$ cat src/logic/mcudec_pkg.sv
`default_nettype none
package mcudec_pkg;
    // Instruction cycle timing: four clocks stand for four oscillator periods
    localparam int unsigned CLK_PERIOD_NS = 4;
    localparam int unsigned OSC_PER_CYCLE = 4;
    localparam logic [1:0] PHASE_FIRST = 2'h0;
    localparam logic [1:0] PHASE_SAMPLE = 2'h2;
    localparam logic [1:0] PHASE_LAST = 2'(OSC_PER_CYCLE - 1);

    // Widths
    localparam int unsigned PTR_W = 21;
    localparam int unsigned FADDR_W = 12;
    localparam int unsigned STACK_DEPTH = 8;

    // Register port offsets
    localparam logic [3:0] REG_ACC = 4'h0;
    localparam logic [3:0] REG_BANK = 4'h1;
    localparam logic [3:0] REG_PROD_LOW = 4'h2;
    localparam logic [3:0] REG_PROD_HIGH = 4'h3;
    localparam logic [3:0] REG_PTR_LOW = 4'h4;
    localparam logic [3:0] REG_PTR_HIGH = 4'h5;
    localparam logic [3:0] REG_PTR_UPPER = 4'h6;
    localparam logic [3:0] REG_LATCH = 4'h7;
    localparam logic [3:0] REG_CTRL = 4'h8;
    localparam logic [3:0] REG_STATUS = 4'h9;

    // Field positions
    localparam int unsigned DEST_BIT = 9;
    localparam int unsigned ACCESS_BIT = 8;
    localparam int unsigned FAST_BIT = 0;
    localparam int unsigned CALL_FAST_BIT = 8;
    localparam logic [3:0] SECOND_WORD_TAG = 4'hF;
    localparam logic [7:0] ACCESS_SPLIT = 8'h80;
    localparam logic [3:0] ACCESS_HIGH_BANK = 4'hF;

    // Reset values
    localparam logic [20:0] PC_RESET = 21'h000000;
    localparam logic [7:0] BYTE_RESET = 8'h00;
    localparam logic CTRL_RUN_RESET = 1'b0;

    typedef enum logic [3:0] {
        OP_NOP = 4'h0,
        OP_LIT = 4'h1,
        OP_CMP_EQ = 4'h2,
        OP_CMP_GT = 4'h3,
        OP_CMP_LT = 4'h4,
        OP_DEC_Z = 4'h5,
        OP_DEC_NZ = 4'h6,
        OP_INC_Z = 4'h7,
        OP_MUL = 4'h8,
        OP_BIT_SET = 4'h9,
        OP_BIT_CLR = 4'hA,
        OP_MOVE = 4'hB,
        OP_GOTO = 4'hC,
        OP_CALL = 4'hD,
        OP_RET = 4'hE,
        OP_BRA = 4'hF
    } mcudec_op_e;
endpackage
`default_nettype wire

$ cat src/logic/mcudec_alu.sv
`default_nettype none
module mcudec_alu (
    input wire mcudec_pkg::mcudec_op_e op_in,
    input wire logic [7:0] file_in,
    input wire logic [7:0] acc_in,
    input wire logic [2:0] bit_in,
    output logic [7:0] result_out,
    output logic skip_out
);
    import mcudec_pkg::*;

    logic [7:0] mask;

    // Skip ops touch no status flags: only result and skip leave here
    always_comb begin
        mask = 8'h01 << bit_in;
        result_out = file_in;
        skip_out = 1'b0;
        case (op_in)
            OP_CMP_EQ: skip_out = (file_in == acc_in);
            OP_CMP_GT: skip_out = (file_in > acc_in);
            OP_CMP_LT: skip_out = (file_in < acc_in);
            OP_DEC_Z: begin
                result_out = file_in - 8'h01;
                skip_out = (result_out == 8'h00);
            end
            OP_DEC_NZ: begin
                result_out = file_in - 8'h01;
                skip_out = (result_out != 8'h00);
            end
            OP_INC_Z: begin
                result_out = file_in + 8'h01;
                skip_out = (result_out == 8'h00);
            end
            OP_BIT_SET: result_out = file_in | mask;
            OP_BIT_CLR: result_out = file_in & ~mask;
            default: result_out = file_in;
        endcase
    end
endmodule
`default_nettype wire

$ cat src/logic/mcudec_core.sv
// Implementation choices: the address map and the strobed register port.
`default_nettype none
module mcudec_core (
    input wire logic CLK_IN,
    input wire logic RESETN_IN,
    output logic [20:0] PMEM_ADDR_OUT,
    input wire logic [15:0] INSTR_IN,
    output logic [11:0] FILE_ADDR_OUT,
    input wire logic [7:0] FILE_RDATA_IN,
    output logic [7:0] FILE_WDATA_OUT,
    output logic FILE_WE_OUT,
    output logic [20:0] TABLE_PTR_OUT,
    output logic CYCLE_END_OUT,
    input wire logic [3:0] REG_ADDR_IN,
    input wire logic [7:0] REG_WDATA_IN,
    input wire logic REG_WR_IN,
    input wire logic REG_RD_IN,
    output logic [7:0] REG_RDATA_OUT
);
    import mcudec_pkg::*;

    typedef struct packed {
        logic [1:0] phase;
        logic [20:0] pc;
        logic [15:0] ir;
        logic flush;
        logic move_pend;
        logic [7:0] move_data;
        logic [11:0] faddr;
        logic [7:0] fdata;
        logic fwe;
        logic [7:0] fwdata;
        logic [7:0] acc;
        logic [7:0] bank;
        logic [7:0] prod_high;
        logic [7:0] prod_low;
        logic [20:0] tptr;
        logic [7:0] tlatch;
        logic run;
        logic [7:0] shadow_acc;
        logic [7:0] shadow_bank;
        logic [7:0] rdata;
    } mcudec_core_s;

    mcudec_core_s s_q;
    mcudec_core_s s_d;
    mcudec_op_e op;
    logic [7:0] alu_result;
    logic alu_skip;
    logic push;
    logic pop;
    logic [20:0] stack_top;
    logic [15:0] product;

    // Effective file address for byte and bit forms
    function automatic logic [11:0] bank_addr(input logic [15:0] w, input logic [7:0] bank_selector);
        if (w[ACCESS_BIT]) begin
            bank_addr = {bank_selector[3:0], w[7:0]};
        end else if (w[7:0] < ACCESS_SPLIT) begin
            bank_addr = {4'h0, w[7:0]};
        end else begin
            bank_addr = {ACCESS_HIGH_BANK, w[7:0]};
        end
    endfunction

    // Opcode decode; bits not matched here are ignored entirely
    function automatic mcudec_op_e decode(input logic [15:0] w);
        decode = OP_NOP;
        case (w[15:12])
            4'h0: begin
                if (w[11:8] == 4'hE) begin
                    decode = OP_LIT;
                end else if (w[11:9] == 3'b001) begin
                    decode = OP_MUL;
                end else if (w[11:1] == 11'h009) begin
                    decode = OP_RET;
                end
            end
            4'h2: decode = (w[11:10] == 2'b11) ? OP_DEC_Z : OP_NOP;
            4'h3: decode = (w[11:10] == 2'b11) ? OP_INC_Z : OP_NOP;
            4'h4: decode = (w[11:10] == 2'b11) ? OP_DEC_NZ : OP_NOP;
            4'h6: begin
                case (w[11:9])
                    3'b000: decode = OP_CMP_LT;
                    3'b001: decode = OP_CMP_EQ;
                    3'b010: decode = OP_CMP_GT;
                    default: decode = OP_NOP;
                endcase
            end
            4'h8: decode = OP_BIT_SET;
            4'h9: decode = OP_BIT_CLR;
            4'hC: decode = OP_MOVE;
            4'hD: decode = w[11] ? OP_NOP : OP_BRA;
            4'hE: begin
                if (w[11:8] == 4'hF) begin
                    decode = OP_GOTO;
                end else if (w[11:9] == 3'b110) begin
                    decode = OP_CALL;
                end
            end
            default: decode = OP_NOP;
        endcase
    endfunction

    // A flushed word becomes a no-operation cycle
    assign op = s_q.flush ? OP_NOP : decode(s_q.ir);

    // Skip and result logic for the byte and bit forms
    mcudec_alu u_alu (
        .op_in(op),
        .file_in(s_q.fdata),
        .acc_in(s_q.acc),
        .bit_in(s_q.ir[11:9]),
        .result_out(alu_result),
        .skip_out(alu_skip)
    );

    // Return stack, eight entries deep; overflow wraps without warning
    mcudec_stack u_stack (
        .clk_in(CLK_IN),
        .resetn_in(RESETN_IN),
        .push_in(push),
        .pop_in(pop),
        .push_data_in(s_q.pc + 21'h000002),
        .top_out(stack_top)
    );

    // Unsigned 8 by 8 product, kept whole so neither byte is lost
    assign product = s_q.acc * s_q.fdata;

    // Phase, operand fetch, execute and software register access
    always_comb begin
        logic exec;
        logic redirect;
        exec = 1'b0;
        redirect = 1'b0;
        s_d = s_q;
        push = 1'b0;
        pop = 1'b0;
        s_d.fwe = 1'b0;
        if (s_q.run) begin
            s_d.phase = s_q.phase + 2'h1;
            exec = (s_q.phase == PHASE_LAST);
        end
        // Operand address is set after the write slot of the previous cycle
        if (s_q.run && s_q.phase == PHASE_FIRST) begin
            if (s_q.move_pend && s_q.ir[15:12] == SECOND_WORD_TAG) begin
                s_d.faddr = s_q.ir[11:0];
            end else if (s_q.ir[15:12] == 4'hC) begin
                s_d.faddr = s_q.ir[11:0];
            end else begin
                s_d.faddr = bank_addr(s_q.ir, s_q.bank);
            end
        end
        if (s_q.run && s_q.phase == PHASE_SAMPLE) begin
            s_d.fdata = FILE_RDATA_IN;
        end
        if (exec) begin
            s_d.move_pend = 1'b0;
            case (op)
                OP_LIT: s_d.acc = s_q.ir[7:0];
                OP_DEC_Z, OP_DEC_NZ, OP_INC_Z: begin
                    if (s_q.ir[DEST_BIT]) begin
                        s_d.fwe = 1'b1;
                        s_d.fwdata = alu_result;
                    end else begin
                        s_d.acc = alu_result;
                    end
                end
                OP_BIT_SET, OP_BIT_CLR: begin
                    s_d.fwe = 1'b1;
                    s_d.fwdata = alu_result;
                end
                OP_MUL: begin
                    s_d.prod_high = product[15:8];
                    s_d.prod_low = product[7:0];
                end
                OP_MOVE: begin
                    s_d.move_data = s_q.fdata;
                    s_d.move_pend = 1'b1;
                end
                OP_GOTO: begin
                    s_d.pc = {INSTR_IN[11:0], s_q.ir[7:0], 1'b0};
                    redirect = 1'b1;
                end
                OP_CALL: begin
                    s_d.pc = {INSTR_IN[11:0], s_q.ir[7:0], 1'b0};
                    push = 1'b1;
                    redirect = 1'b1;
                    if (s_q.ir[CALL_FAST_BIT]) begin
                        s_d.shadow_acc = s_q.acc;
                        s_d.shadow_bank = s_q.bank;
                    end else begin
                        // Fast bit clear: shadow copies keep what they hold
                        s_d.shadow_acc = s_q.shadow_acc;
                        s_d.shadow_bank = s_q.shadow_bank;
                    end
                end
                OP_RET: begin
                    s_d.pc = stack_top;
                    pop = 1'b1;
                    redirect = 1'b1;
                    if (s_q.ir[FAST_BIT]) begin
                        s_d.acc = s_q.shadow_acc;
                        s_d.bank = s_q.shadow_bank;
                    end else begin
                        // Fast bit clear: nothing comes back from the shadows
                        s_d.acc = s_q.acc;
                        s_d.bank = s_q.bank;
                    end
                end
                OP_BRA: begin
                    s_d.pc = s_q.pc + {{9{s_q.ir[10]}}, s_q.ir[10:0], 1'b0};
                    redirect = 1'b1;
                end
                default: begin
                    // Lone second word: complete a pending move, else nothing
                    if (s_q.move_pend && !s_q.flush) begin
                        s_d.fwe = 1'b1;
                        s_d.fwdata = s_q.move_data;
                    end
                end
            endcase
            // Straight-line flow steps to the next word
            if (!redirect) begin
                s_d.pc = s_q.pc + 21'h000002;
            end
            s_d.ir = INSTR_IN;
            s_d.flush = redirect || alu_skip;
        end
        // Software access wins over a same-cycle core update
        if (REG_WR_IN) begin
            case (REG_ADDR_IN)
                REG_ACC: s_d.acc = REG_WDATA_IN;
                REG_BANK: s_d.bank = REG_WDATA_IN;
                REG_PROD_LOW: s_d.prod_low = REG_WDATA_IN;
                REG_PROD_HIGH: s_d.prod_high = REG_WDATA_IN;
                REG_PTR_LOW: s_d.tptr[7:0] = REG_WDATA_IN;
                REG_PTR_HIGH: s_d.tptr[15:8] = REG_WDATA_IN;
                REG_PTR_UPPER: s_d.tptr[20:16] = REG_WDATA_IN[4:0];
                REG_LATCH: s_d.tlatch = REG_WDATA_IN;
                REG_CTRL: s_d.run = REG_WDATA_IN[0];
                default: s_d.run = s_q.run;
            endcase
        end
        s_d.rdata = BYTE_RESET;
        if (REG_RD_IN) begin
            case (REG_ADDR_IN)
                REG_ACC: s_d.rdata = s_q.acc;
                REG_BANK: s_d.rdata = s_q.bank;
                REG_PROD_LOW: s_d.rdata = s_q.prod_low;
                REG_PROD_HIGH: s_d.rdata = s_q.prod_high;
                REG_PTR_LOW: s_d.rdata = s_q.tptr[7:0];
                REG_PTR_HIGH: s_d.rdata = s_q.tptr[15:8];
                REG_PTR_UPPER: s_d.rdata = {3'h0, s_q.tptr[20:16]};
                REG_LATCH: s_d.rdata = s_q.tlatch;
                REG_CTRL: s_d.rdata = {7'h00, s_q.run};
                REG_STATUS: s_d.rdata = {4'h0, s_q.move_pend, s_q.flush, s_q.phase};
                default: s_d.rdata = BYTE_RESET;
            endcase
        end
    end

    // Reset starts with a flushed word so stale memory data never executes
    always_ff @(posedge CLK_IN or negedge RESETN_IN) begin
        if (!RESETN_IN) begin
            s_q <= '0;
            s_q.pc <= PC_RESET;
            s_q.flush <= 1'b1;
            s_q.run <= CTRL_RUN_RESET;
        end else begin
            s_q <= s_d;
        end
    end

    // Every output but the cycle marker comes straight from a register
    assign PMEM_ADDR_OUT = s_q.pc;
    assign FILE_ADDR_OUT = s_q.faddr;
    assign FILE_WDATA_OUT = s_q.fwdata;
    assign FILE_WE_OUT = s_q.fwe;
    assign TABLE_PTR_OUT = s_q.tptr;
    assign CYCLE_END_OUT = s_q.run && (s_q.phase == PHASE_LAST);
    assign REG_RDATA_OUT = s_q.rdata;
endmodule
`default_nettype wire

$ cat src/logic/mcudec_stack.sv
`default_nettype none
module mcudec_stack (
    input wire logic clk_in,
    input wire logic resetn_in,
    input wire logic push_in,
    input wire logic pop_in,
    input wire logic [20:0] push_data_in,
    output logic [20:0] top_out
);
    import mcudec_pkg::*;

    typedef struct packed {
        logic [STACK_DEPTH-1:0][20:0] mem;
        logic [2:0] ptr;
    } mcudec_stack_s;

    mcudec_stack_s s_q;
    mcudec_stack_s s_d;

    // Return address sits one below the pointer; wraps silently on overflow
    assign top_out = s_q.mem[s_q.ptr - 3'h1];

    // Push and pop never coincide: one control instruction per cycle
    always_comb begin
        s_d = s_q;
        if (push_in) begin
            s_d.mem[s_q.ptr] = push_data_in;
            s_d.ptr = s_q.ptr + 3'h1;
        end else if (pop_in) begin
            s_d.ptr = s_q.ptr - 3'h1;
        end
    end

    always_ff @(posedge clk_in or negedge resetn_in) begin
        if (!resetn_in) begin
            s_q <= '0;
        end else begin
            s_q <= s_d;
        end
    end
endmodule
`default_nettype wire
$ cat config.mk
export PLATFORM = sky130hd
export DESIGN_NAME = mcudec_core
export DESIGN_NICKNAME = d
export VERILOG_FILES = /design/src/logic/mcudec_pkg.sv /design/src/logic/mcudec_alu.sv /design/src/logic/mcudec_core.sv /design/src/logic/mcudec_stack.sv
export SDC_FILE = /design/constraint.sdc
export NUM_CORES = 1
export LEC_CHECK = 0
export BUFFER_PORTS_ARGS = -buffer_cell sky130_fd_sc_hd__buf_2
export CORE_MARGIN = 1.5
export CORE_UTILIZATION = 29
export DETAILED_ROUTE_END_ITERATION = 10
export PLACE_DENSITY_LB_ADDON = 0.3
export SYNTH_ARGS = -nofsm -noshare
export SYNTH_HDL_FRONTEND = slang
export SYNTH_SLANG_ARGS = --single-unit
$ cat constraint.sdc
create_clock -name CLK_IN -period 14.88 [get_ports CLK_IN]
set_clock_uncertainty 0.05 [all_clocks]
set_input_delay 0.744 -clock CLK_IN [delete_from_list [all_inputs] [get_ports CLK_IN]]
set_output_delay 0.744 -clock CLK_IN [all_outputs]
set_load 0.01 [all_outputs]
==> metrics, run 1 <==
run status complete, no violations; area leader, netlist dfrtp_1; cell family with most CP delay compound AO/OA/AOI/OAI gates; critical path type reg2reg; vias 15683; Flop pwr share 29.5%; post-synth net total 2248; Detail Route Antenna Nets 0; Syn Area/Cell 9.80 um^2; CTS H-Tree Depth 2; Worst setup endpoint s_q[68]$_DFF_PN0_; final std cells w/o fill around 3000; largest net degree at the start of global routing roughly 90; first-pass GRT wire length 96.0 mm; clock sink count between 300 and 400; die width 269 um; critical path cell sequence clkinv_1 -> nor2_1 -> fa_1 -> ha_1 -> inv_1 -> fa_1 -> inv_1 -> ha_1 -> a21o_1 -> a21oi_1 -> o21ai_0 -> a2111oi_0 -> o311ai_0 -> o211ai_1 -> xnor2_1 -> mux2i_1 -> o21ai_0; GRT Residual Overflow 0; Min-Delay Path Class in2async; area of the mapped netlist 20500 um^2; FF-to-FF path depth 17; hpwl dp approximately 44 mm; layout cell share with drive strength beyond 1 17.4%; Worst Setup Start Kind flip-flop; Synth cell types 85; Power Density 199 nW/um^2; Clk Latency, worst-skew pair 0.57 ns; Yosys reg bits ~340; Max stage delay on crit path about 0.70 ns; vias in the first global route 15594; CTS root buf clkbuf_16; number of nets in the final layout 2232; most common cell after layout, fill and taps aside dfrtp_1; worst hold slack 0.125 ns; CTS Buf Count 39; R2R Path End s_q[68]$_DFF_PN0_; top_reg_cell synth dfrtp_1; post-route minimum period between 5 and 6 ns; internal power 2520 uW; EDFF count, synth 0; worst-margin pin slew around 1.2 ns; fmax just under 0.2 GHz; clock buffer depth 3; Reg2Reg Launch Point s_q[95]$_DFFE_PN0P_; Final setup viols 0; Port Buffers 111; top-level port count around 110; stages on the worst setup path 17; unrepaired setup endpoints after global routing false; core box area 69900 um^2; routability cong. 0.857; via/cell ratio a little over 5; Die H 269 um; postcts setup bufs 0; CTS resizes 0; slowest CP cell a2111oi_0; DR WL/cell 20.4 um; Mapped Cells 2090; Initial Util 29.3%; critical path arrival 5.58 ns; Worst IR Drop VDD 217 uV; Ys Warns 0; ys async rst share 100%; post-synth top area share roughly two fifths; Final period util approximately 35%; die area between 70000 and 80000 um^2; placed cell count around 3000; Final Core Density 32.4%; Net Sw Frac 44.1%; WP data required around 15 ns; final hold vios 0; most frequent cells in the layout dfrtp_1, nand2_1, o21ai_0; Max-cap violations 0; P_sw 1990 uW; Synth area leaders dfrtp_1, mux2_2, ha_1, mux4_2, nand2_1; CTS tree yes; Global Route Usage Sum 17.4%; floorplan row count 97; Slew HR 21.7%; Leakage Power 0.0101 uW; max-slew violations 0; Sum Neg Setup Slack 0 ns; Starting DRT DRC Count 1194; number of remaining DRC errors 0; largest fanout on the critical path 14; drt pass-1 iters 6; start point of the critical path s_q[95]$_DFFE_PN0P_; R2R setup slack about 9.7 ns; hold_buf cts 0; combinational fraction of design power 48.6%; sequential area share after synthesis 41.0%; Area after DPL 21400 um^2; clock-pin slew on the worst setup and hold paths 0.07 ns; crit end category flip-flop; Clock Power Share 22.0%; cell area after layout 22700 um^2; Layout area overhead 10.7%; crit path buf inv count 3; initial antenna violation count 2; Routed WL 62.2 mm
==> per-stage QoR <==
stage               worst slack [ns]  power [uW]
floorplan                      10.08        2940
global placement                9.86        3510
detailed placement              9.73        3540
CTS                             9.75        4550
global route                    9.31        4890
finish                          9.73        4510
==> layout make-up <==
class                      count  area (um^2)
fill                        7275        47200
multi-input combinational   1470        10700
sequential                   335         8390
tap                          940         1180
clock buffer                  56         1130
timing repair buffer         133          731
inverter                      95          357
clock inverter                13          173
antenna                        2         5.00
==> worst reg2reg max path, delay by kind of cell (launching register included) <==
family / cells / cell delay [ns]
xor+xnor: 1 / 0.14
fa+ha+maj: 4 / 1.61
flops: 1 / 0.67
buf+inv: 3 / 0.52
compound gates: 7 / 1.78
simple gates: 1 / 0.23
mux: 1 / 0.08
==> how the worst min path moves through the flow <==
stage | cells past startpoint | to | from
2_1_floorplan | 2 | u_stack.s_q[25]$_DFFE_PN0P_ | u_stack.s_q[25]$_DFFE_PN0P_
3_3_place_gp | 2 | u_stack.s_q[25]$_DFFE_PN0P_ | u_stack.s_q[25]$_DFFE_PN0P_
3_5_place_dp | 2 | u_stack.s_q[53]$_DFFE_PN0P_ | u_stack.s_q[53]$_DFFE_PN0P_
4_1_cts | 1 | TABLE_PTR_OUT[15]$_DFFE_PN0P_ | RESETN_IN
5_1_grt | 1 | TABLE_PTR_OUT[15]$_DFFE_PN0P_ | RESETN_IN
6_report | 1 | s_q[30]$_DFFE_PN0P_ | RESETN_IN
==> flip-flops by register name (all words and copies together), names as in the netlist <==
register / count
FILE_ADDR_OUT: 12
REG_RDATA_OUT: 8
TABLE_PTR_OUT: 21
FILE_WDATA_OUT: 8
FILE_WE_OUT: 1
s_q: 93
PMEM_ADDR_OUT: 21
u_stack.s_q: 171
==> power groups by stage <==
stage / Combinational (uW) / Sequential (uW) / Clock [uW]
after floorplan: 1790 / 1150 / 0
after global placement: 2180 / 1340 / 0
after detailed placement: 2200 / 1340 / 0
after CTS: 2210 / 1330 / 1010
after global routing: 2490 / 1350 / 1050
final: 2190 / 1330 / 990
==> cell usage after synthesis (22+ instances only) <==
cell and number:
fa_1 37, buf_2 22, buf_4 73, dfrtp_1 334, mux2i_1 56, a21oi_1 146, inv_1 93, mux2_2 94
nand2_1 238, nand3_1 34, xor2_1 31, nor2_1 172, and2_1 37, xnor2_1 27, mux4_2 44, clkbuf_1 75
o21ai_0 175, ha_1 81
==> per-layer routing <==
metal	part of all wire (%)	GRT usage, %	vias to the layer above
met5	0.043	0	-
met4	1.9	4.49	4
met3	5.2	2.38	82
met2	49	29.4	458
met1	44	23.2	7886
li1	-	-	7253
==> cell families (layout without fill, tap and decap cells) <==
| group | after synthesis | after routing | synth area share [%] |
|---|---|---|---|
| xor gates and xnor gates | 58 | 58 | 2.48 |
| AOI/OAI and AO/OA | 487 | 487 | 14.4 |
| buffers and inverters | 285 | 297 | 6.85 |
| muxes | 194 | 194 | 12.7 |
| and+or+nand+nor | 613 | 613 | 14.0 |
| DFF | 335 | 335 | 41.0 |
| adders and majority gates | 118 | 118 | 8.57 |
| other | 0 | 2 | 0 |
Power figures use the tool's default switching activity.
==> run 2: changes to the inputs <==
Clock period 14.88 ns to 5.3 ns, I/O delays scaled along.
==> metrics, run 2 (synthesis results as in run 1) <==
run status complete, no violations; CTS root buf clkbuf_16; most common cell after layout, fill and taps aside dfrtp_1; floorplan row count 97 (unchanged); top-level port count 112 (unchanged); core box area 69900 um^2 (unchanged); unrepaired setup endpoints after global routing false; largest net degree at the start of global routing 124 (+39%); final hold vios 0 (unchanged); drt pass-1 iters 5 (-1); registers with the most flip-flops u_stack.s_q (171), s_q (93); Routed WL 63.3 mm (+1.7%); crit end category flip-flop; Worst Setup Start Kind flip-flop; DR WL/cell 20.5 um (+0.13%); pre-CTS setup slack 0.454 ns (-9.28 ns); die width 269 um (unchanged); Final setup viols 0 (unchanged); Largest Register u_stack.s_q; clock buffer depth 3 (unchanged); P_sw 5660 uW (+180%); fill count 7239 (-0.49%); worst-margin pin slew 1.17 ns (+0.00273 ns); FF/Latch Area 8390 um^2 (unchanged); CTS H-Tree Depth 2 (unchanged); critical path type reg2reg; Worst IR Drop VDD 494 uV (+130%); first-pass GRT wire length 97.1 mm (+1.1%); Starting DRT DRC Count 1124 (-5.9%); hpwl dp 44.3 mm (+1.0%); max-slew violations 0 (unchanged); initial antenna violation count 0 (-2); GRT Residual Overflow 0 (unchanged); ant diodes 0 (-2); Layout area overhead 12.9%; Initial Util 29.3% (unchanged); Port Buffers 111 (unchanged); clock-pin slew on the worst setup and hold paths 0.06 ns (about the same); worst hold slack 0.0304 ns (-0.0946 ns); Largest register FFs 171 (unchanged); post-route minimum period 4.85 ns (-0.300 ns); final worst slack 0.451 ns (-9.28 ns); combinational fraction of design power 50.8% (+2.2 points); fmax 0.206 GHz (+6.2%); Clk Latency, worst-skew pair 0.59 ns (+0.02 ns); vias 15721 (+0.24%); Slew HR 21.5% (-0.18 points); WP data required 5.75 ns (-9.56 ns); routability cong. 0.887 (+3.5%); clock sink count 335 (unchanged); Power Density 551 nW/um^2 (+180%); Global Route Usage Sum 17.6% (+0.21 points); multi-input logic area 10700 um^2 (about the same); Final period util 91.5% (+57 points); CTS Buf Count 39 (unchanged); Leakage Power 0.0103 uW (+2.2%); number of remaining DRC errors 0 (unchanged); placed cell count 2993 (+0.67%); Max-cap violations 0 (unchanged); die area 72200 um^2 (unchanged); via/cell ratio 5.08 (-1.3%); critical path arrival 5.30 ns (-0.28 ns); largest fanout on the critical path 10 (-4); Net Sw Frac 44.5% (+0.37 points); final std cells w/o fill 3093 (+1.6%); Min-Delay Path Class in2reg; vias in the first global route 15735 (+0.90%); number of nets in the final layout 2281 (+2.2%); Die H 269 um (unchanged); Detail Route Antenna Nets 0 (unchanged); Flop pwr share 27.9% (-1.6 points); CTS tree yes; Clock Power Share 21.4% (-0.6 points); internal power 7070 uW (+180%); layout cell share with drive strength beyond 1 17.9% (+0.52 points); Sum Neg Setup Slack 0 ns (unchanged); most frequent cells in the layout dfrtp_1, nand2_1, o21ai_0
## run 2: changes by cell type in the layout (fill, tap and decap cells not counted), moves of 2 or more
cell	change
dlygate4sd3_1	+29
buf_4	+16
clkinv_2	+5
buf_12	+4
clkbuf_8	-4
clkinv_4	-2
diode_2	-2
## run 2: cell type report
cell class	count	share of cell area, %
multi-input combinational	1470	46.3
sequential	335	36.3
timing repair buffer	182	5.28
tap	940	5.09
clock buffer	53	4.67
inverter	95	1.54
clock inverter	18	0.834
## run 2: what timing repair did
item                                   in CTS  in global routing
resized for setup                           0                  0
buffers inserted                            0                  0
endpoints found under the hold margin     123                  0
hold buffers                               29                  0
## run 2: final timing paths
check / depth (start not counted) / to / slack, ns / start
setup / recovery: 16 / s_q[68]$_DFF_PN0_ / 0.45 / s_q[80]$_DFF_PN0_
hold / removal: 3 / s_q[60]$_DFF_PN0_ / 0.03 / REG_WDATA_IN[6]
setup reg to reg: 16 / s_q[68]$_DFF_PN0_ / 0.45 / s_q[80]$_DFF_PN0_
hold reg to reg: 2 / u_stack.s_q[25]$_DFFE_PN0P_ / 0.43 / u_stack.s_q[25]$_DFFE_PN0P_
max in group asynchronous: 3 / u_stack.s_q[161]$_DFFE_PN0P_ / 3.69 / RESETN_IN
min in group asynchronous: 2 / s_q[25]$_DFFE_PN0P_ / 0.26 / RESETN_IN
## run 2: power by group through the flow
| stage | Clock, uW | Combinational [uW] | Sequential, uW |
|---|---|---|---|
| after global routing | 2880 | 7270 | 3600 |
| after detailed placement | 0 | 6460 | 3580 |
| final | 2720 | 6460 | 3550 |
| after floorplan | 0 | 5020 | 3230 |
| after CTS | 2780 | 6520 | 3540 |
| after global placement | 0 | 6450 | 3570 |
## run 2: worst max-delay path: stages (launching register included)
cell and delay (ns):
dfrtp_1 0.52, and2_1 0.24, fa_1 0.42, fa_1 0.55
inv_1 0.05, fa_1 0.46, fa_1 0.54, inv_1 0.04
ha_1 0.32, inv_1 0.06, o21ai_0 0.11, a2111oi_0 0.64
o311ai_0 0.26, o211ai_1 0.15, xnor2_1 0.14, mux2i_1 0.08
o21ai_0 0.14
## run 2: per-stage QoR
step                      area (um^2)  utilization [%]  total power [uW]
after global placement          21600             30.8             10000
after CTS                       23100             33.1             12800
after floorplan                 20500                -              8250
final                           23100             33.1             12700
after global routing            23100             33.1             13800
after detailed placement        21600             30.8             10000
## run 2: routing by layer
metal  wire length (um)  part of all wire, %  GRT usage [%]
met3               2860                  4.5           2.58
met2              30200                   48           29.3
met4               1890                  3.0           5.95
met5                  0                    0              0
met1              28300                   45           23.3
==> run 3: changes to the inputs <==
Settings changed: CTS_BUF_LIST set to sky130_fd_sc_hd__clkbuf_8.
==> metrics, run 3 (synthesis results as in run 1) <==
clock sink count 335 (unchanged); worst-margin pin slew 1.19 ns (+0.0240 ns); max-slew violations 0 (unchanged); top-level port count 112 (unchanged); number of remaining DRC errors 0 (unchanged); fmax 0.207 GHz (+0.16%); crit end category flip-flop; registers with the most flip-flops u_stack.s_q (171), s_q (93); worst hold slack 0.0867 ns (+0.0563 ns); Clk Latency, worst-skew pair 0.68 ns (+0.09 ns); critical path arrival 5.32 ns (+0.02 ns); CTS H-Tree Depth 2 (unchanged); most common cell after layout, fill and taps aside dfrtp_1; Area after DPL 21600 um^2 (unchanged); Starting DRT DRC Count 1084 (-3.6%); Largest register FFs 171 (unchanged); post-route minimum period 4.84 ns (-0.00797 ns); Detail Route Antenna Nets 0 (unchanged); global route hottest layer met2; critical path type reg2reg; Final period util 91.3% (-0.15 points); final worst slack 0.459 ns (+0.00797 ns); Layout area overhead 13.2%; layout cell share with drive strength beyond 1 18.8% (+0.92 points); cell area after layout 23200 um^2 (+0.27%); pre-CTS setup slack 0.454 ns (unchanged); run status complete, no violations; Worst Setup Start Kind flip-flop; floorplan row count 97 (unchanged); Die H 269 um (unchanged); die area 72200 um^2 (unchanged); final hold vios 0 (unchanged); unrepaired setup endpoints after global routing false; CTS root buf clkbuf_8; most frequent cells in the layout dfrtp_1, nand2_1, o21ai_0; largest net degree at the start of global routing 124 (unchanged); Slew HR 19.9% (-1.6 points); CTS tree yes; vias in the first global route 16040 (+1.9%); M2 GR Usage 29.4% (+0.13 points); FF-to-FF path depth 17 (+1); Port Buffers 111 (unchanged); Max-cap violations 0 (unchanged); via/cell ratio 5.05 (-0.57%); core box area 69900 um^2 (unchanged); hpwl dp 44.3 mm (unchanged); Global Route Usage Sum 17.6% (+0.046 points); Routed WL 63.4 mm (+0.17%); Worst IR Drop VDD 487 uV (-1.2%); Power Density 541 nW/um^2 (-1.8%); met1 Resource Use GR 23.1% (-0.24 points); clock buffer depth 3 (unchanged); WP data required 5.78 ns (+0.03 ns); Final setup viols 0 (unchanged); GRT Residual Overflow 0 (unchanged); Largest Register u_stack.s_q; first-pass GRT wire length 97.5 mm (+0.44%); Sum Neg Setup Slack 0 ns (unchanged); R2R setup slack 0.46 ns (about the same); initial antenna violation count 0 (unchanged); Hold Path Depth 3 (unchanged); vias 15859 (+0.88%); fill count 7275 (+0.50%); clock-pin slew on the worst setup and hold paths 0.07 ns (about the same); GR Layer Usage met3 2.68% (+0.10 points); Leakage Power 0.0105 uW (+1.2%); routability cong. 0.887 (unchanged); Initial Util 29.3% (unchanged); CTS Buf Count 60 (+54%); Min-Delay Path Class in2reg; largest fanout on the critical path 10 (unchanged); drt pass-1 iters 7 (+2); DR WL/cell 20.2 um (-1.3%); number of nets in the final layout 2308 (+1.2%); die width 269 um (unchanged)
-- run 3: cell types whose count changed in the layout (fill, tap and decap cells not counted), sizes merged --
| cell | delta |
|---|---|
| clkinvlp | +1 |
| diode | +1 |
| dlygate4sd3 | +6 |
| clkinv | -7 |
| bufinv | -1 |
| inv | +19 |
| clkbuf | +26 |
-- run 3: layout make-up --
class | count | area [um^2] | area share (%)
clock buffers | 79 | 1090 | 4.69
repair buffers | 188 | 1280 | 5.53
multi-input cells | 1470 | 10700 | 46.2
inverters | 95 | 357 | 1.54
diodes | 1 | 2.50 | 0.0108
clock inverters | 30 | 184 | 0.793
well taps | 940 | 1180 | 5.07
flip-flops and latches | 335 | 8390 | 36.2
-- run 3: what timing repair did --
item                       4_1_cts  5_1_grt
resized for setup                0        0
hold buffers                    35        0
hold endpoints to repair       175        0
setup endpoints to repair        0        0
buffers inserted                 0        0
-- run 3: where the power goes --
group	total, uW	internal [uW]	switching (uW)
Clock	2540	1390	1150
Combinational	6450	2610	3840
Sequential	3550	2920	630
-- run 3: final timing paths --
| check | start | end |
|---|---|---|
| hold reg to reg | u_stack.s_q[42]$_DFFE_PN0P_ | u_stack.s_q[42]$_DFFE_PN0P_ |
| setup reg to reg | s_q[81]$_DFF_PN0_ | s_q[69]$_DFF_PN0_ |
| min in group asynchronous | RESETN_IN | TABLE_PTR_OUT[15]$_DFFE_PN0P_ |
| max in group asynchronous | RESETN_IN | s_q[135]$_DFFE_PN0P_ |
| setup / recovery | s_q[81]$_DFF_PN0_ | s_q[69]$_DFF_PN0_ |
| hold / removal | REG_ADDR_IN[3] | REG_RDATA_OUT[2]$_DFF_PN0_ |
-- run 3: layer usage --
metal | routed length, um | up-vias
met5 | 0 | -
met4 | 1980 | 0
met3 | 3030 | 118
met2 | 30300 | 427
met1 | 28100 | 7892
li1 | - | 7422
-- run 3: stage by stage --
step / power, uW / util [%] / cells
6_report: 12500 / 33.2 / 3138
5_1_grt: 13600 / 33.2 / 3137
4_1_cts: 12700 / 33.2 / 3137
3_5_place_dp: 10000 / 30.8 / 2993
3_3_place_gp: 10000 / 30.8 / 2993
2_1_floorplan: 8250 / - / 2090
-- run 3: critical path: stages, from the launching register on --
cell and delay (ns):
dfrtp_1 0.50, and2_1 0.24, fa_1 0.53, inv_1 0.05, fa_1 0.47, inv_1 0.05
fa_1 0.52, inv_1 0.05, fa_1 0.53, inv_1 0.04, ha_1 0.33, a21boi_0 0.27
o21ai_0 0.14, a21oi_1 0.27, a31oi_1 0.12, a21oi_1 0.18, mux2i_1 0.10, a211o_1 0.26
